<file path="config.mk">
export PLATFORM = sky130hd
export DESIGN_NAME = lcs_top
export DESIGN_NICKNAME = d
export VERILOG_FILES = /design/src/lcs_pkg.sv /design/src/lcs_cw_update.sv /design/src/lcs_top.sv
export VERILOG_INCLUDE_DIRS = /design/src /design/src/src
export SDC_FILE = /design/constraint.sdc
export NUM_CORES = 2
export LEC_CHECK = 0
export BUFFER_PORTS_ARGS = -buffer_cell sky130_fd_sc_hd__buf_4
export CAP_MARGIN = 20
export CORE_MARGIN = 5
export CORE_UTILIZATION = 45
export DETAILED_ROUTE_END_ITERATION = 6
export GPL_ROUTABILITY_DRIVEN = 0
export PLACE_DENSITY = 0.68
export SYNTH_ARGS = -nofsm -noshare
export SYNTH_HDL_FRONTEND = slang
export SYNTH_HIERARCHICAL = 1
export SYNTH_SLANG_ARGS = --single-unit
export TNS_END_PERCENT = 1
</file>
<file path="constraint.sdc">
create_clock -name i_ref_clk -period 7 [get_ports i_ref_clk]
set_clock_uncertainty 0.1 [all_clocks]
set_input_delay 0.7 -clock i_ref_clk [delete_from_list [all_inputs] [get_ports i_ref_clk]]
set_output_delay 0.7 -clock i_ref_clk [all_outputs]
set_load 0.02 [all_outputs]
</file>
<file path="src/lcs_params.svh">
// What this block does
// sixteen lines, three RAMs, codes 00-01-10
// check address parity, refuse bad reads
// card type readable by the scanner
// config RAM parity error raises level-2 check
// count word parity generated and checked
// three RAMs gated independently on write
// each entry unique, every bit settable
// reset-latches clears every config entry
// capture failing line in error address
// increment count word in both RAMs
// sync mode corrects +6/+4/-2/-4/none
// correction only when line-change latch set
// two count RAMs increment independently
// start/stop mode forces count to 33
// config entry selects internal bit rate
// correction ranges fixed, decoded combinationally
// odd parity per byte on buses
//
// Purpose: constants of the line bit clock control store
// Assumes: 50 MHz reference clock, AXI4-Lite register access
// Notes: definitions only
`ifndef LCS_PARAMS_SVH
`define LCS_PARAMS_SVH

// line count and entry width
`define LCS_LINES 16
`define LCS_LINE_W 4
`define LCS_ENTRY_W 9
`define LCS_PAR_BIT 8

// address map: byte address = {space, line, 2'b00}
`define LCS_ADDR_PAR_BIT 8
`define LCS_SPACE_CFG 2'h0
`define LCS_SPACE_CWA 2'h1
`define LCS_SPACE_CWB 2'h2
`define LCS_SPACE_CTL 2'h3
`define LCS_CTL_TYPE 4'h0
`define LCS_CTL_ERR 4'h1
`define LCS_CTL_CMD 4'h2

// command register fields
`define LCS_CMD_RESET_LATCHES 0
`define LCS_CMD_INCREMENT 1
`define LCS_CMD_LINE_LSB 8

// error register fields
`define LCS_ERR_CFG_BIT 8
`define LCS_ERR_CW_BIT 9

// config entry fields
`define LCS_CFG_SYNC_BIT 7
`define LCS_CFG_CLKEN_BIT 6
`define LCS_CFG_RATE_MSB 3
`define LCS_CFG_RATE_50BPS 4'h8

// cleared entry: zero data with its odd parity bit
`define LCS_ENTRY_CLEAR 9'h100

// count word correction values and range limits
`define LCS_CW_ASYNC_FORCE 8'h33
`define LCS_CW_LIM_P6 8'h10
`define LCS_CW_LIM_P4 8'h20
`define LCS_CW_LIM_NONE 8'h30
`define LCS_CW_LIM_M2 8'h38
`define LCS_CW_ADD_P6 8'h06
`define LCS_CW_ADD_P4 8'h04
`define LCS_CW_ADD_M2 8'hFE
`define LCS_CW_ADD_M4 8'hFC

// bit clock base rate
`define LCS_CLK_HZ 50000000
`define LCS_BASE_HZ 25600
`define LCS_BASE_DIV (`LCS_CLK_HZ / `LCS_BASE_HZ)

`endif

</file>
<file path="src/lcs_pkg.sv">
// Purpose: shared types of the line bit clock control store
// Assumes: constants come from lcs_params.svh
// Notes: types only
package lcs_pkg;

	// correction chosen for a line state change
	typedef enum logic [2:0]
	{
		LCS_CORR_P6,
		LCS_CORR_P4,
		LCS_CORR_NONE,
		LCS_CORR_M2,
		LCS_CORR_M4
	} lcs_corr_type;

	// count word RAM entry with parity
	typedef logic [8:0] lcs_entry_type;

endpackage : lcs_pkg

</file>
<file path="src/lcs_cw_update.sv">
// Purpose: next value of one count word on increment or line change
// Assumes: caller applies it only when an update is due
// Notes: purely combinational, parity generated on the result
`timescale 1ns/1ps
`include "lcs_params.svh"

module lcs_cw_update
	import lcs_pkg::*;
(
	// current word and line mode
	input wire logic [7:0] i_cw,
	input wire logic i_sync,
	// update causes
	input wire logic i_change,
	input wire logic i_inc,
	// result with odd parity
	output lcs_entry_type o_entry
);

	lcs_corr_type corr; // selected correction
	logic [7:0] nxt_cw; // updated word

	// range decode of the current word
	always_comb
	begin
		if (i_cw < `LCS_CW_LIM_P6)
			corr = LCS_CORR_P6;
		else if (i_cw < `LCS_CW_LIM_P4)
			corr = LCS_CORR_P4;
		else if (i_cw < `LCS_CW_LIM_NONE)
			corr = LCS_CORR_NONE;
		else if (i_cw < `LCS_CW_LIM_M2)
			corr = LCS_CORR_M2;
		else
			corr = LCS_CORR_M4;
	end

	// change outranks increment
	always_comb
	begin
		nxt_cw = i_cw;
		if (i_change && !i_sync)
			nxt_cw = `LCS_CW_ASYNC_FORCE;
		else if (i_change)
		begin
			case (corr)
				LCS_CORR_P6: nxt_cw = i_cw + `LCS_CW_ADD_P6;
				LCS_CORR_P4: nxt_cw = i_cw + `LCS_CW_ADD_P4;
				LCS_CORR_M2: nxt_cw = i_cw + `LCS_CW_ADD_M2;
				LCS_CORR_M4: nxt_cw = i_cw + `LCS_CW_ADD_M4;
				default: nxt_cw = i_cw;
			endcase
		end
		else if (i_inc)
			nxt_cw = i_cw + 8'h01;
	end

	// odd parity generation
	assign o_entry = {~^nxt_cw, nxt_cw};

endmodule : lcs_cw_update

</file>
<file path="src/lcs_top.sv">
// Purpose: per-line bit clock control store behind an AXI4-Lite slave
// Assumes: one 50 MHz clock, line change pins asynchronous
// Notes: parity checked by a scan over all lines, one line per cycle
`timescale 1ns/1ps
`include "lcs_params.svh"

module lcs_top
	import lcs_pkg::*;
#(
	parameter logic [7:0] CARD_TYPE = 8'h5A // arbitrary card type value
)
(
	// clock and reset
	input wire logic i_ref_clk,
	input wire logic i_rst_n,
	// axi write address
	input wire logic [31:0] i_s_axi_awaddr,
	input wire logic i_s_axi_awvalid,
	output logic o_s_axi_awready,
	// axi write data
	input wire logic [31:0] i_s_axi_wdata,
	input wire logic [3:0] i_s_axi_wstrb,
	input wire logic i_s_axi_wvalid,
	output logic o_s_axi_wready,
	// axi write response
	output logic [1:0] o_s_axi_bresp,
	output logic o_s_axi_bvalid,
	input wire logic i_s_axi_bready,
	// axi read address
	input wire logic [31:0] i_s_axi_araddr,
	input wire logic i_s_axi_arvalid,
	output logic o_s_axi_arready,
	// axi read data
	output logic [31:0] o_s_axi_rdata,
	output logic [1:0] o_s_axi_rresp,
	output logic o_s_axi_rvalid,
	input wire logic i_s_axi_rready,
	// line state change pins
	input wire logic [`LCS_LINES-1:0] i_line_change,
	// check condition
	output logic o_level2_check,
	output logic [`LCS_LINE_W-1:0] o_err_line
);

	localparam logic [1:0] RESP_OK = 2'h0; // okay answer
	localparam logic [1:0] RESP_ERR = 2'h2; // slave error answer
	localparam int BASE_DIV = `LCS_BASE_DIV; // cycles per base tick

	// storage in flip-flops, updater results combinational
	lcs_entry_type cfg_ff [`LCS_LINES]; // line config ram
	lcs_entry_type cw_ff [2][`LCS_LINES]; // count word rams a and b
	lcs_entry_type cw_nxt [2]; // updater results

	// bus state
	logic bvalid_ff; // write answer pending
	logic [1:0] bresp_ff; // write answer code
	logic rvalid_ff; // read answer pending
	logic [1:0] rresp_ff; // read answer code
	logic [31:0] rdata_ff; // read data

	// events and status
	logic [`LCS_LINES-1:0] chg_s1_ff; // change pin first stage
	logic [`LCS_LINES-1:0] chg_s2_ff; // change pin second stage
	logic [`LCS_LINES-1:0] chg_s3_ff; // edge reference
	logic [`LCS_LINES-1:0] chg_latch_ff; // line-change latches
	logic [`LCS_LINES-1:0] inc_pend_ff; // pending increments
	logic [`LCS_LINE_W-1:0] scan_ff; // line under scan
	logic err_cfg_ff; // config parity check
	logic err_cw_ff; // count word parity check
	logic [`LCS_LINE_W-1:0] err_line_ff; // failing line
	logic [11:0] base_cnt_ff; // base rate divider
	logic base_tick; // base rate enable
	logic [15:0] presc_ff; // rate prescaler

	// write decode
	logic wr_fire; // write taken this cycle
	logic wr_par_ok; // write address parity
	logic [1:0] wr_space; // selected ram or control
	logic [`LCS_LINE_W-1:0] wr_line; // selected entry
	logic wr_ok; // write lands
	logic wr_cmd; // command register write
	logic wr_err; // error register write
	logic rd_fire; // read taken this cycle
	logic rd_par_ok; // read address parity
	logic [1:0] rd_space; // read space
	logic [`LCS_LINE_W-1:0] rd_line; // read entry
	logic upd_go; // scan line update
	logic cfg_bad; // scan line config parity bad
	logic cw_bad; // scan line count parity bad
	logic clr_cfg; // error clear by software
	logic clr_cw; // error clear by software
	logic [`LCS_LINES-1:0] rate_tick; // per line bit clock

	// handshake: address and data taken together
	assign wr_fire = i_s_axi_awvalid && i_s_axi_wvalid && !bvalid_ff;
	assign o_s_axi_awready = i_s_axi_wvalid && !bvalid_ff;
	assign o_s_axi_wready = i_s_axi_awvalid && !bvalid_ff;
	assign o_s_axi_bvalid = bvalid_ff;
	assign o_s_axi_bresp = bresp_ff;
	assign rd_fire = i_s_axi_arvalid && !rvalid_ff;
	assign o_s_axi_arready = !rvalid_ff;
	assign o_s_axi_rvalid = rvalid_ff;
	assign o_s_axi_rresp = rresp_ff;
	assign o_s_axi_rdata = rdata_ff;

	// address fields and odd parity over the low address byte
	assign wr_par_ok = ^i_s_axi_awaddr[`LCS_ADDR_PAR_BIT:0];
	assign rd_par_ok = ^i_s_axi_araddr[`LCS_ADDR_PAR_BIT:0];
	assign wr_space = i_s_axi_awaddr[7:6];
	assign wr_line = i_s_axi_awaddr[5:2];
	assign rd_space = i_s_axi_araddr[7:6];
	assign rd_line = i_s_axi_araddr[5:2];
	assign wr_ok = wr_fire && wr_par_ok && i_s_axi_wstrb[0] && i_s_axi_wstrb[1];
	assign wr_cmd = wr_ok && wr_space == `LCS_SPACE_CTL && wr_line == `LCS_CTL_CMD;
	assign wr_err = wr_ok && wr_space == `LCS_SPACE_CTL && wr_line == `LCS_CTL_ERR;
	assign clr_cfg = wr_err && i_s_axi_wdata[`LCS_ERR_CFG_BIT];
	assign clr_cw = wr_err && i_s_axi_wdata[`LCS_ERR_CW_BIT];

	// write response, error on bad parity or unmapped address
	always_ff @(posedge i_ref_clk or negedge i_rst_n)
	begin
		if (!i_rst_n)
		begin
			bvalid_ff <= 1'b0;
			bresp_ff <= RESP_OK;
		end
		else if (wr_fire)
		begin
			bvalid_ff <= 1'b1;
			if (!wr_par_ok || (wr_space == `LCS_SPACE_CTL && wr_line > `LCS_CTL_CMD))
				bresp_ff <= RESP_ERR;
			else
				bresp_ff <= RESP_OK;
		end
		else if (i_s_axi_bready)
			bvalid_ff <= 1'b0;
	end

	// read answer, bad parity refused with error
	always_ff @(posedge i_ref_clk or negedge i_rst_n)
	begin
		if (!i_rst_n)
		begin
			rvalid_ff <= 1'b0;
			rresp_ff <= RESP_OK;
			rdata_ff <= 32'h0000_0000;
		end
		else if (rd_fire)
		begin
			rvalid_ff <= 1'b1;
			rresp_ff <= RESP_OK;
			rdata_ff <= 32'h0000_0000;
			if (!rd_par_ok)
				rresp_ff <= RESP_ERR;
			else
			begin
				case (rd_space)
					`LCS_SPACE_CFG: rdata_ff <= {23'h0, cfg_ff[rd_line]};
					`LCS_SPACE_CWA: rdata_ff <= {23'h0, cw_ff[0][rd_line]};
					`LCS_SPACE_CWB: rdata_ff <= {23'h0, cw_ff[1][rd_line]};
					default:
					begin
						if (rd_line == `LCS_CTL_TYPE)
							rdata_ff <= {23'h0, ~^CARD_TYPE, CARD_TYPE};
						else if (rd_line == `LCS_CTL_ERR)
							rdata_ff <= {22'h0, err_cw_ff, err_cfg_ff, 4'h0, err_line_ff};
						else if (rd_line != `LCS_CTL_CMD)
							rresp_ff <= RESP_ERR; // unmapped
					end
				endcase
			end
		end
		else if (i_s_axi_rready)
			rvalid_ff <= 1'b0;
	end

	// config ram: bus write or reset-latches clear
	always_ff @(posedge i_ref_clk or negedge i_rst_n)
	begin
		if (!i_rst_n)
		begin
			for (int i = 0; i < `LCS_LINES; i++)
				cfg_ff[i] <= `LCS_ENTRY_CLEAR;
		end
		else if (wr_cmd && i_s_axi_wdata[`LCS_CMD_RESET_LATCHES])
		begin
			for (int i = 0; i < `LCS_LINES; i++)
				cfg_ff[i] <= `LCS_ENTRY_CLEAR;
		end
		else if (wr_ok && wr_space == `LCS_SPACE_CFG)
			cfg_ff[wr_line] <= i_s_axi_wdata[8:0];
	end

	// two count word rams, each with its own updater
	generate
		for (genvar g = 0; g < 2; g++)
		begin : g_cw
			lcs_cw_update u_upd
			(
				.i_cw(cw_ff[g][scan_ff][7:0]),
				.i_sync(cfg_ff[scan_ff][`LCS_CFG_SYNC_BIT]),
				.i_change(chg_latch_ff[scan_ff]),
				.i_inc(inc_pend_ff[scan_ff]),
				.o_entry(cw_nxt[g])
			);

			// bus write to this ram only, else scan update
			always_ff @(posedge i_ref_clk or negedge i_rst_n)
			begin
				if (!i_rst_n)
				begin
					for (int i = 0; i < `LCS_LINES; i++)
						cw_ff[g][i] <= `LCS_ENTRY_CLEAR;
				end
				else if (wr_ok && wr_space == 2'(g + 1))
					cw_ff[g][wr_line] <= i_s_axi_wdata[8:0];
				else if (upd_go)
					cw_ff[g][scan_ff] <= cw_nxt[g];
			end
		end
	endgenerate

	// base rate divider, one pulse per base period
	always_ff @(posedge i_ref_clk or negedge i_rst_n)
	begin
		if (!i_rst_n)
			base_cnt_ff <= 12'h000;
		else if (base_tick)
			base_cnt_ff <= 12'h000;
		else
			base_cnt_ff <= base_cnt_ff + 12'h001;
	end
	assign base_tick = base_cnt_ff == 12'(BASE_DIV - 1);

	// prescaler for the per line rates
	always_ff @(posedge i_ref_clk or negedge i_rst_n)
	begin
		if (!i_rst_n)
			presc_ff <= 16'h0000;
		else if (base_tick)
			presc_ff <= presc_ff + 16'h0001;
	end

	// per line bit clock: base divided by 2^(rate+1)
	generate
		for (genvar l = 0; l < `LCS_LINES; l++)
		begin : g_rate
			logic [16:0] mask; // low prescaler bits for this rate
			assign mask = (17'h00002 << cfg_ff[l][`LCS_CFG_RATE_MSB:0]) - 17'h00001;
			assign rate_tick[l] = base_tick && cfg_ff[l][`LCS_CFG_CLKEN_BIT]
				&& (presc_ff & mask[15:0]) == mask[15:0];
		end
	endgenerate

	// change pin synchroniser and edge reference
	always_ff @(posedge i_ref_clk or negedge i_rst_n)
	begin
		if (!i_rst_n)
		begin
			chg_s1_ff <= 16'h0000;
			chg_s2_ff <= 16'h0000;
			chg_s3_ff <= 16'h0000;
		end
		else
		begin
			chg_s1_ff <= i_line_change;
			chg_s2_ff <= chg_s1_ff;
			chg_s3_ff <= chg_s2_ff;
		end
	end

	// scan pointer walks all lines
	always_ff @(posedge i_ref_clk or negedge i_rst_n)
	begin
		if (!i_rst_n)
			scan_ff <= 4'h0;
		else
			scan_ff <= scan_ff + 4'h1;
	end

	// update when something pends and no bus write lands this cycle
	assign upd_go = (chg_latch_ff[scan_ff] || inc_pend_ff[scan_ff]) && !wr_ok;

	// line-change latches and pending increments, set wins over consume
	always_ff @(posedge i_ref_clk or negedge i_rst_n)
	begin
		if (!i_rst_n)
		begin
			chg_latch_ff <= 16'h0000;
			inc_pend_ff <= 16'h0000;
		end
		else
		begin
			for (int i = 0; i < `LCS_LINES; i++)
			begin
				if (chg_s2_ff[i] != chg_s3_ff[i])
					chg_latch_ff[i] <= 1'b1;
				else if (upd_go && scan_ff == 4'(i))
					chg_latch_ff[i] <= 1'b0;
				if (rate_tick[i] || (wr_cmd && i_s_axi_wdata[`LCS_CMD_INCREMENT]
					&& i_s_axi_wdata[`LCS_CMD_LINE_LSB +: 4] == 4'(i)))
					inc_pend_ff[i] <= 1'b1;
				else if (upd_go && scan_ff == 4'(i))
					inc_pend_ff[i] <= 1'b0;
			end
		end
	end

	// parity check of the scan line, odd parity expected
	assign cfg_bad = ~^cfg_ff[scan_ff];
	assign cw_bad = ~^cw_ff[0][scan_ff] || ~^cw_ff[1][scan_ff];

	// sticky check flags, set wins over software clear
	always_ff @(posedge i_ref_clk or negedge i_rst_n)
	begin
		if (!i_rst_n)
		begin
			err_cfg_ff <= 1'b0;
			err_cw_ff <= 1'b0;
			err_line_ff <= 4'h0;
		end
		else
		begin
			if (cfg_bad)
				err_cfg_ff <= 1'b1;
			else if (clr_cfg)
				err_cfg_ff <= 1'b0;
			if (cw_bad)
				err_cw_ff <= 1'b1;
			else if (clr_cw)
				err_cw_ff <= 1'b0;
			if (cfg_bad || cw_bad)
				err_line_ff <= scan_ff;
		end
	end

	// level 2 check condition towards the scanner
	assign o_level2_check = err_cfg_ff || err_cw_ff;
	assign o_err_line = err_line_ff;

endmodule : lcs_top

</file>
======== Yosys cells after proc, flatten, opt, wreduce, memory -nomap -nowiden ========
Cells that the tools add are included.
word-level totals
  bits of input ports ..................... 123
  output and inout port bits .............. 46
  register bits ........................... 588
  word-level logic and storage cells ...... 538
operators by class
  shift operators ......................... 16
  equality and inequality tests ........... 78
  reductions and logical operators ........ 167
  bitwise gates (word level) .............. 19
  $lt $le $gt $ge ......................... 15
  multiplexer cells ....................... 120
  $add $sub $neg .......................... 29
operator list
  cell                                                                          count
  144-bit two-way mux                                                           6
  144-bit bitwise mux                                                           5
  16-bit bitwise AND                                                            16
  16-bit equality test                                                          16
  2-bit by 4-bit << shifter with 16-bit output, first input constant            16
  16-bit by 1-bit subtractor with 16-bit output, second input constant          16
  9-bit binary-select mux with 4-bit select                                     6
  9-bit two-way mux                                                             14
  1-bit logical AND                                                             87
  2-bit nonzero test                                                            39
  9-bit demux with 4-bit select                                                 2
  4-bit equality test, second input constant                                    16
  8-bit one-hot mux with 4 select lines                                         2
  1-bit two-way mux                                                             58
  8-bit by 6-bit less-than comparator with 1-bit output, second input constant  6
  8-bit two-way mux                                                             6
  8-bit by 3-bit adder with 8-bit output, second input constant                 4
  8-bit adder, second input constant                                            4
  4-bit by 3-bit equality test with 1-bit output, second input constant         8
  32-bit two-way mux                                                            1
  10-bit one-hot mux with 3 select lines                                        1
  9-bit XNOR reduction                                                          3
  3-bit two-way mux                                                             8
  1-bit logical OR                                                              21
  other kinds (31)                                                              83

======== Logic depth before layout (Yosys ltp) ========
  depth in word-level cells ............... 17
  mapped depth ............................ 23
  mapped depth without buffers ............ 17

======== By module ========
Netlist, hierarchy kept.
by module, submodules not included
  module         cells each  area each (um^2)  times used  sequential area each (um^2)
  lcs_top        4082        36784.0           1           14173.6
  lcs_cw_update  118         913.4             2           0.0

======== Worst setup path after synthesis ========
No wires, ideal clock.
  path type ............................... register -> register
  start ................................... reg scan_ff[0]
  end ..................................... reg cw_ff[206] in the netlist's numbering
  buffers on the path ..................... 5
  clock period less this slack ............ 5.445 ns
  data required time ...................... 6.804 ns
  library setup time ...................... 0.096 ns
  path slack .............................. 1.555 ns
  stages on the path, launching flop included .. 21
  data arrival time ....................... 5.249 ns
  cell sequence ........................... dfrtp_1 > buf_6 > buf_6 > buf_2 > buf_4 > mux4_2 > mux4_2 > nor3_1 > ha_1 > nand2b_1 > a21oi_1 > xnor2_1 > a2111oi_4 > o21ai_0 > a221oi_2 > xnor2_1 > xor3_1 > nand2_1 > clkbuf_1 > o22a_1 > o21ai_0
RTL lines
  what                           line            RTL
  start, declared                lcs_top.sv:67   logic [`LCS_LINE_W-1:0] scan_ff;
  start signal, assigned         lcs_top.sv:278  scan_ff <= scan_ff + 4'h1;
  end signal, assigned by index  lcs_top.sv:213  cw_ff[g][i] <= `LCS_ENTRY_CLEAR;
  end signal, assigned by index  lcs_top.sv:216  cw_ff[g][wr_line] <= i_s_axi_wdata[8:0];
  end signal, assigned by index  lcs_top.sv:218  cw_ff[g][scan_ff] <= cw_nxt[g];
  end, declared                  lcs_top.sv:51   lcs_entry_type cw_ff [2][`LCS_LINES];

==> flow_summary.ini <==
[sta]
slew_viol_final = 0
tns_ps = 0
finalCritPeriodShare_pct = 89.0
rsz0062_at_grt = no
tightest_slew_ps = 1080
hold_slack_ps = -18.2
setup_violations = 0
hold_viol = 8
period_needed_ps = 6230
fmax_ghz = 0.161
max-slew-margin-rel_pct = 27.8

[clock_tree]
clock_latency_ps = 630
cts_tree = done
cts_resized = 0
cts.sinks = 564
cts_setup_buffers = 0
clk_pin_slew_ps = 60
cts-root-buf = clkbuf_16
cts-buffers-inserted = 67
clk_path_buf_depth = 3
htree_levels = 3
ctsHoldBuffers = 0

[synthesis]
avgSynthCellArea_um2 = 8.94
netlist_area_um2 = 38600
syn_inst = 4318
async_flop_share_pct = 100
ys_seq_elements = 564
synthFlopType = dfrtp_1
yosysSeqAreaShare_pct = 36.7
synth-edff-count = 0
synth_cell_types = 81
yosys_warnings = 6

[cells_and_area]
nets = 4317
fill_cells = 8035
fin_area_um2 = 41900
syn_to_final_growth_pct = 8.62
drive_above_1_share_pct = 15.4

[worst_hold_path]
hp-class = in2async

[critical_path]
r2r-start = scan_ff[0]$_DFF_PN0_
crit_arrival_ps = 6650
cp_max_fo = 18
critPathRequiredTime_ps = 7430
startpoint = scan_ff[0]$_DFF_PN0_
criticalPathCategory = reg2reg
cp-end-kind = register
worstSetupStartpointType = register

[grt]
grt_pass1_wl_mm = 204
grt-ovfl-total = 0
antenna_found_initial = 8
grt_usage_pct = 29.5
grt_start_max_net_pins = 174
grt_pass1_vias = 32500

[placement]
place_area_um2 = 39600
port-buffer-count = 76
hpwl_mm = 92.9

[routing]
finalWirelength_mm = 138
routedWlPerCell_um = 25.9
vias = 35000
drt.antenna.violating_nets = 0
first_pass_iters = 7
post-route-drc-count = 2
via_per_inst = 6.58
drt_iter0_markers = 4761

[die]
die_h_um = 303
io_pins = 169
rows = 107
die-area_um2 = 91800
initial_utilization_pct = 45.3
core_um2 = 85100
die_w_um = 303

[power_and_ir_drop]
p_leak_nw = 15.8
powerDensity_nw_per_um2 = 192
total_power_w = 0.00807
ir_drop_mv = 0.182

[run_status]
violations = design-rule violations, negative hold slack
status = complete, but fails checks

[flow_run]
max-cap-violations = 0
-- flip-flops by register name, indices dropped and copies added (netlist names) --
register,count
base_cnt_ff,12
cfg_ff,144
chg_latch_ff,16
chg_s1_ff,16
chg_s2_ff,16
chg_s3_ff,16
cw_ff,288
err_cfg_ff,1
err_cw_ff,1
inc_pend_ff,16
o_err_line,4
o_s_axi_bresp,1
o_s_axi_bvalid,1
o_s_axi_rdata,10
o_s_axi_rresp,1
o_s_axi_rvalid,1
presc_ff,16
scan_ff,4
-- Yosys cell counts, types with 9 or more instances --
library cell,n,area [um2]
a22oi_1,29,218
buf_2,19,95.1
dfstp_2,48,1260
a32o_1,17,170
nor3b_1,10,75.1
xor2_1,24,210
o31ai_1,20,150
and2_1,31,194
nand2b_1,36,225
dfrtp_1,516,12900
nand3_1,40,200
ha_1,67,838
and3_1,9,56.3
o22ai_1,36,225
mux4_2,272,6130
nor2b_1,13,81.3
buf_4,29,218
buf_1,43,161
o21ai_0,403,2020
a21oi_1,233,1170
a31oi_1,263,1650
o21a_1,25,188
nand2_1,907,3400
nor4b_1,20,175
nand3b_1,16,120
nor2_1,393,1480
nand4_1,35,219
o221ai_1,13,114
o211ai_1,10,75.1
nor3_1,61,305
xnor2_1,92,806
inv_1,37,139
o22a_1,35,307
clkbuf_1,345,1290
-- cells in the final DEF (no fill, tap or decap), types with 12 or more instances in the layout --
master	netlist	final
nand3b_1	16	16
o221ai_1	13	13
nand3_1	40	40
nor2_1	393	392
xor2_1	24	24
o31ai_1	20	20
nor4b_1	20	20
clkbuf_1	345	13
o22a_1	35	35
a31oi_1	263	263
buf_4	29	148
nor3_1	61	61
a21oi_1	233	232
o22ai_1	36	36
a22oi_1	29	29
conb_1	1	24
a32o_1	17	17
xnor2_1	92	92
nor2b_1	13	13
mux4_2	272	272
clkbuf_16	0	70
a21boi_2	8	12
o21ai_0	403	403
inv_1	37	37
dfstp_2	48	48
clkbuf_8	0	12
nand2_1	907	905
clkinv_2	0	12
and2_1	31	31
nand2b_1	36	36
ha_1	67	67
o21a_1	25	25
nand4_1	35	35
dfrtp_1	516	513
-- layout make-up --
type / count / area [um2] / share of cell area, %
tap: 1144 / 1430 / 3.41
multi-input combinational: 3293 / 22600 / 53.8
antenna: 3 / 7.51 / 0.0179
sequential: 564 / 14200 / 33.8
clock inverter: 23 / 309 / 0.737
timing repair buffer: 161 / 1350 / 3.21
inverter: 38 / 143 / 0.340
clock buffer: 95 / 1970 / 4.69
-- power by group --
group | total [W] | internal (W) | switching [W]
Combinational | 0.000905 | 0.000357 | 0.000548
Sequential | 0.00348 | 0.00338 | 0.000102
Clock | 0.00368 | 0.00221 | 0.00147
Total | 0.00807 | 0.00595 | 0.00212
-- metrics by stage --
| step | setup WS (ps) | utilization, % | std cells | hold slack [ps] |
|---|---|---|---|---|
| detailed placement | 991 | 46.5 | 5198 | 235 |
| global route | 409 | 49.3 | 5320 | 71.6 |
| CTS | 951 | 49.2 | 5316 | 46.9 |
| floorplan | 1560 | - | 4341 | 231 |
| finish | 772 | 49.3 | 5321 | -18.2 |
| global placement | 1080 | 46.5 | 5197 | 231 |
-- kinds of logic after synthesis --
kind of cell	share of synthesized area, %
and+or+nand+nor	17.9
AOI/OAI and AO/OA	18.8
DFF	36.7
buffers and inverters	5.21
muxes	16.0
xor gates and xnor gates	2.99
adders and majority gates	2.27
other	0.00971
-- critical path: stages, from the launching register on --
cell,delay (ps)
dfrtp_4,680
buf_4,290
mux4_2,520
a22oi_1,490
nand2_1,160
nand3b_1,300
nor3_1,450
ha_1,360
nand2b_1,110
a21oi_1,90
xnor2_1,160
a2111oi_4,440
o21ai_0,180
a221oi_2,280
xnor2_1,170
xor3_1,300
nand2_1,460
o22a_1,370
o21ai_0,170
-- routing by layer --
metal	up-vias	wire, um	track usage (%)
met5	-	178	1.01
met1	17100	52700	40.2
met2	2295	57000	41.9
li1	15200	-	-
met3	425	20500	11.1
met4	8	7430	13.1
-- final timing paths --
| kind | to | slack (ps) | cells past startpoint |
|---|---|---|---|
| min in group i_ref_clk | chg_s1_ff[11]$_DFF_PN0_ | 100 | 1 |
| max | cw_ff[251]$_DFFE_PN1P_ | 770 | 18 |
| min | cfg_ff[56]$_DFFE_PN0P_ | -20 | 1 |
| max in group asynchronous | scan_ff[2]$_DFF_PN0_ | 5220 | 2 |
| max reg2reg | cw_ff[251]$_DFFE_PN1P_ | 770 | 18 |
| min reg2reg | chg_s2_ff[10]$_DFF_PN0_ | 240 | 0 |
(Power assumes the default switching activity.)
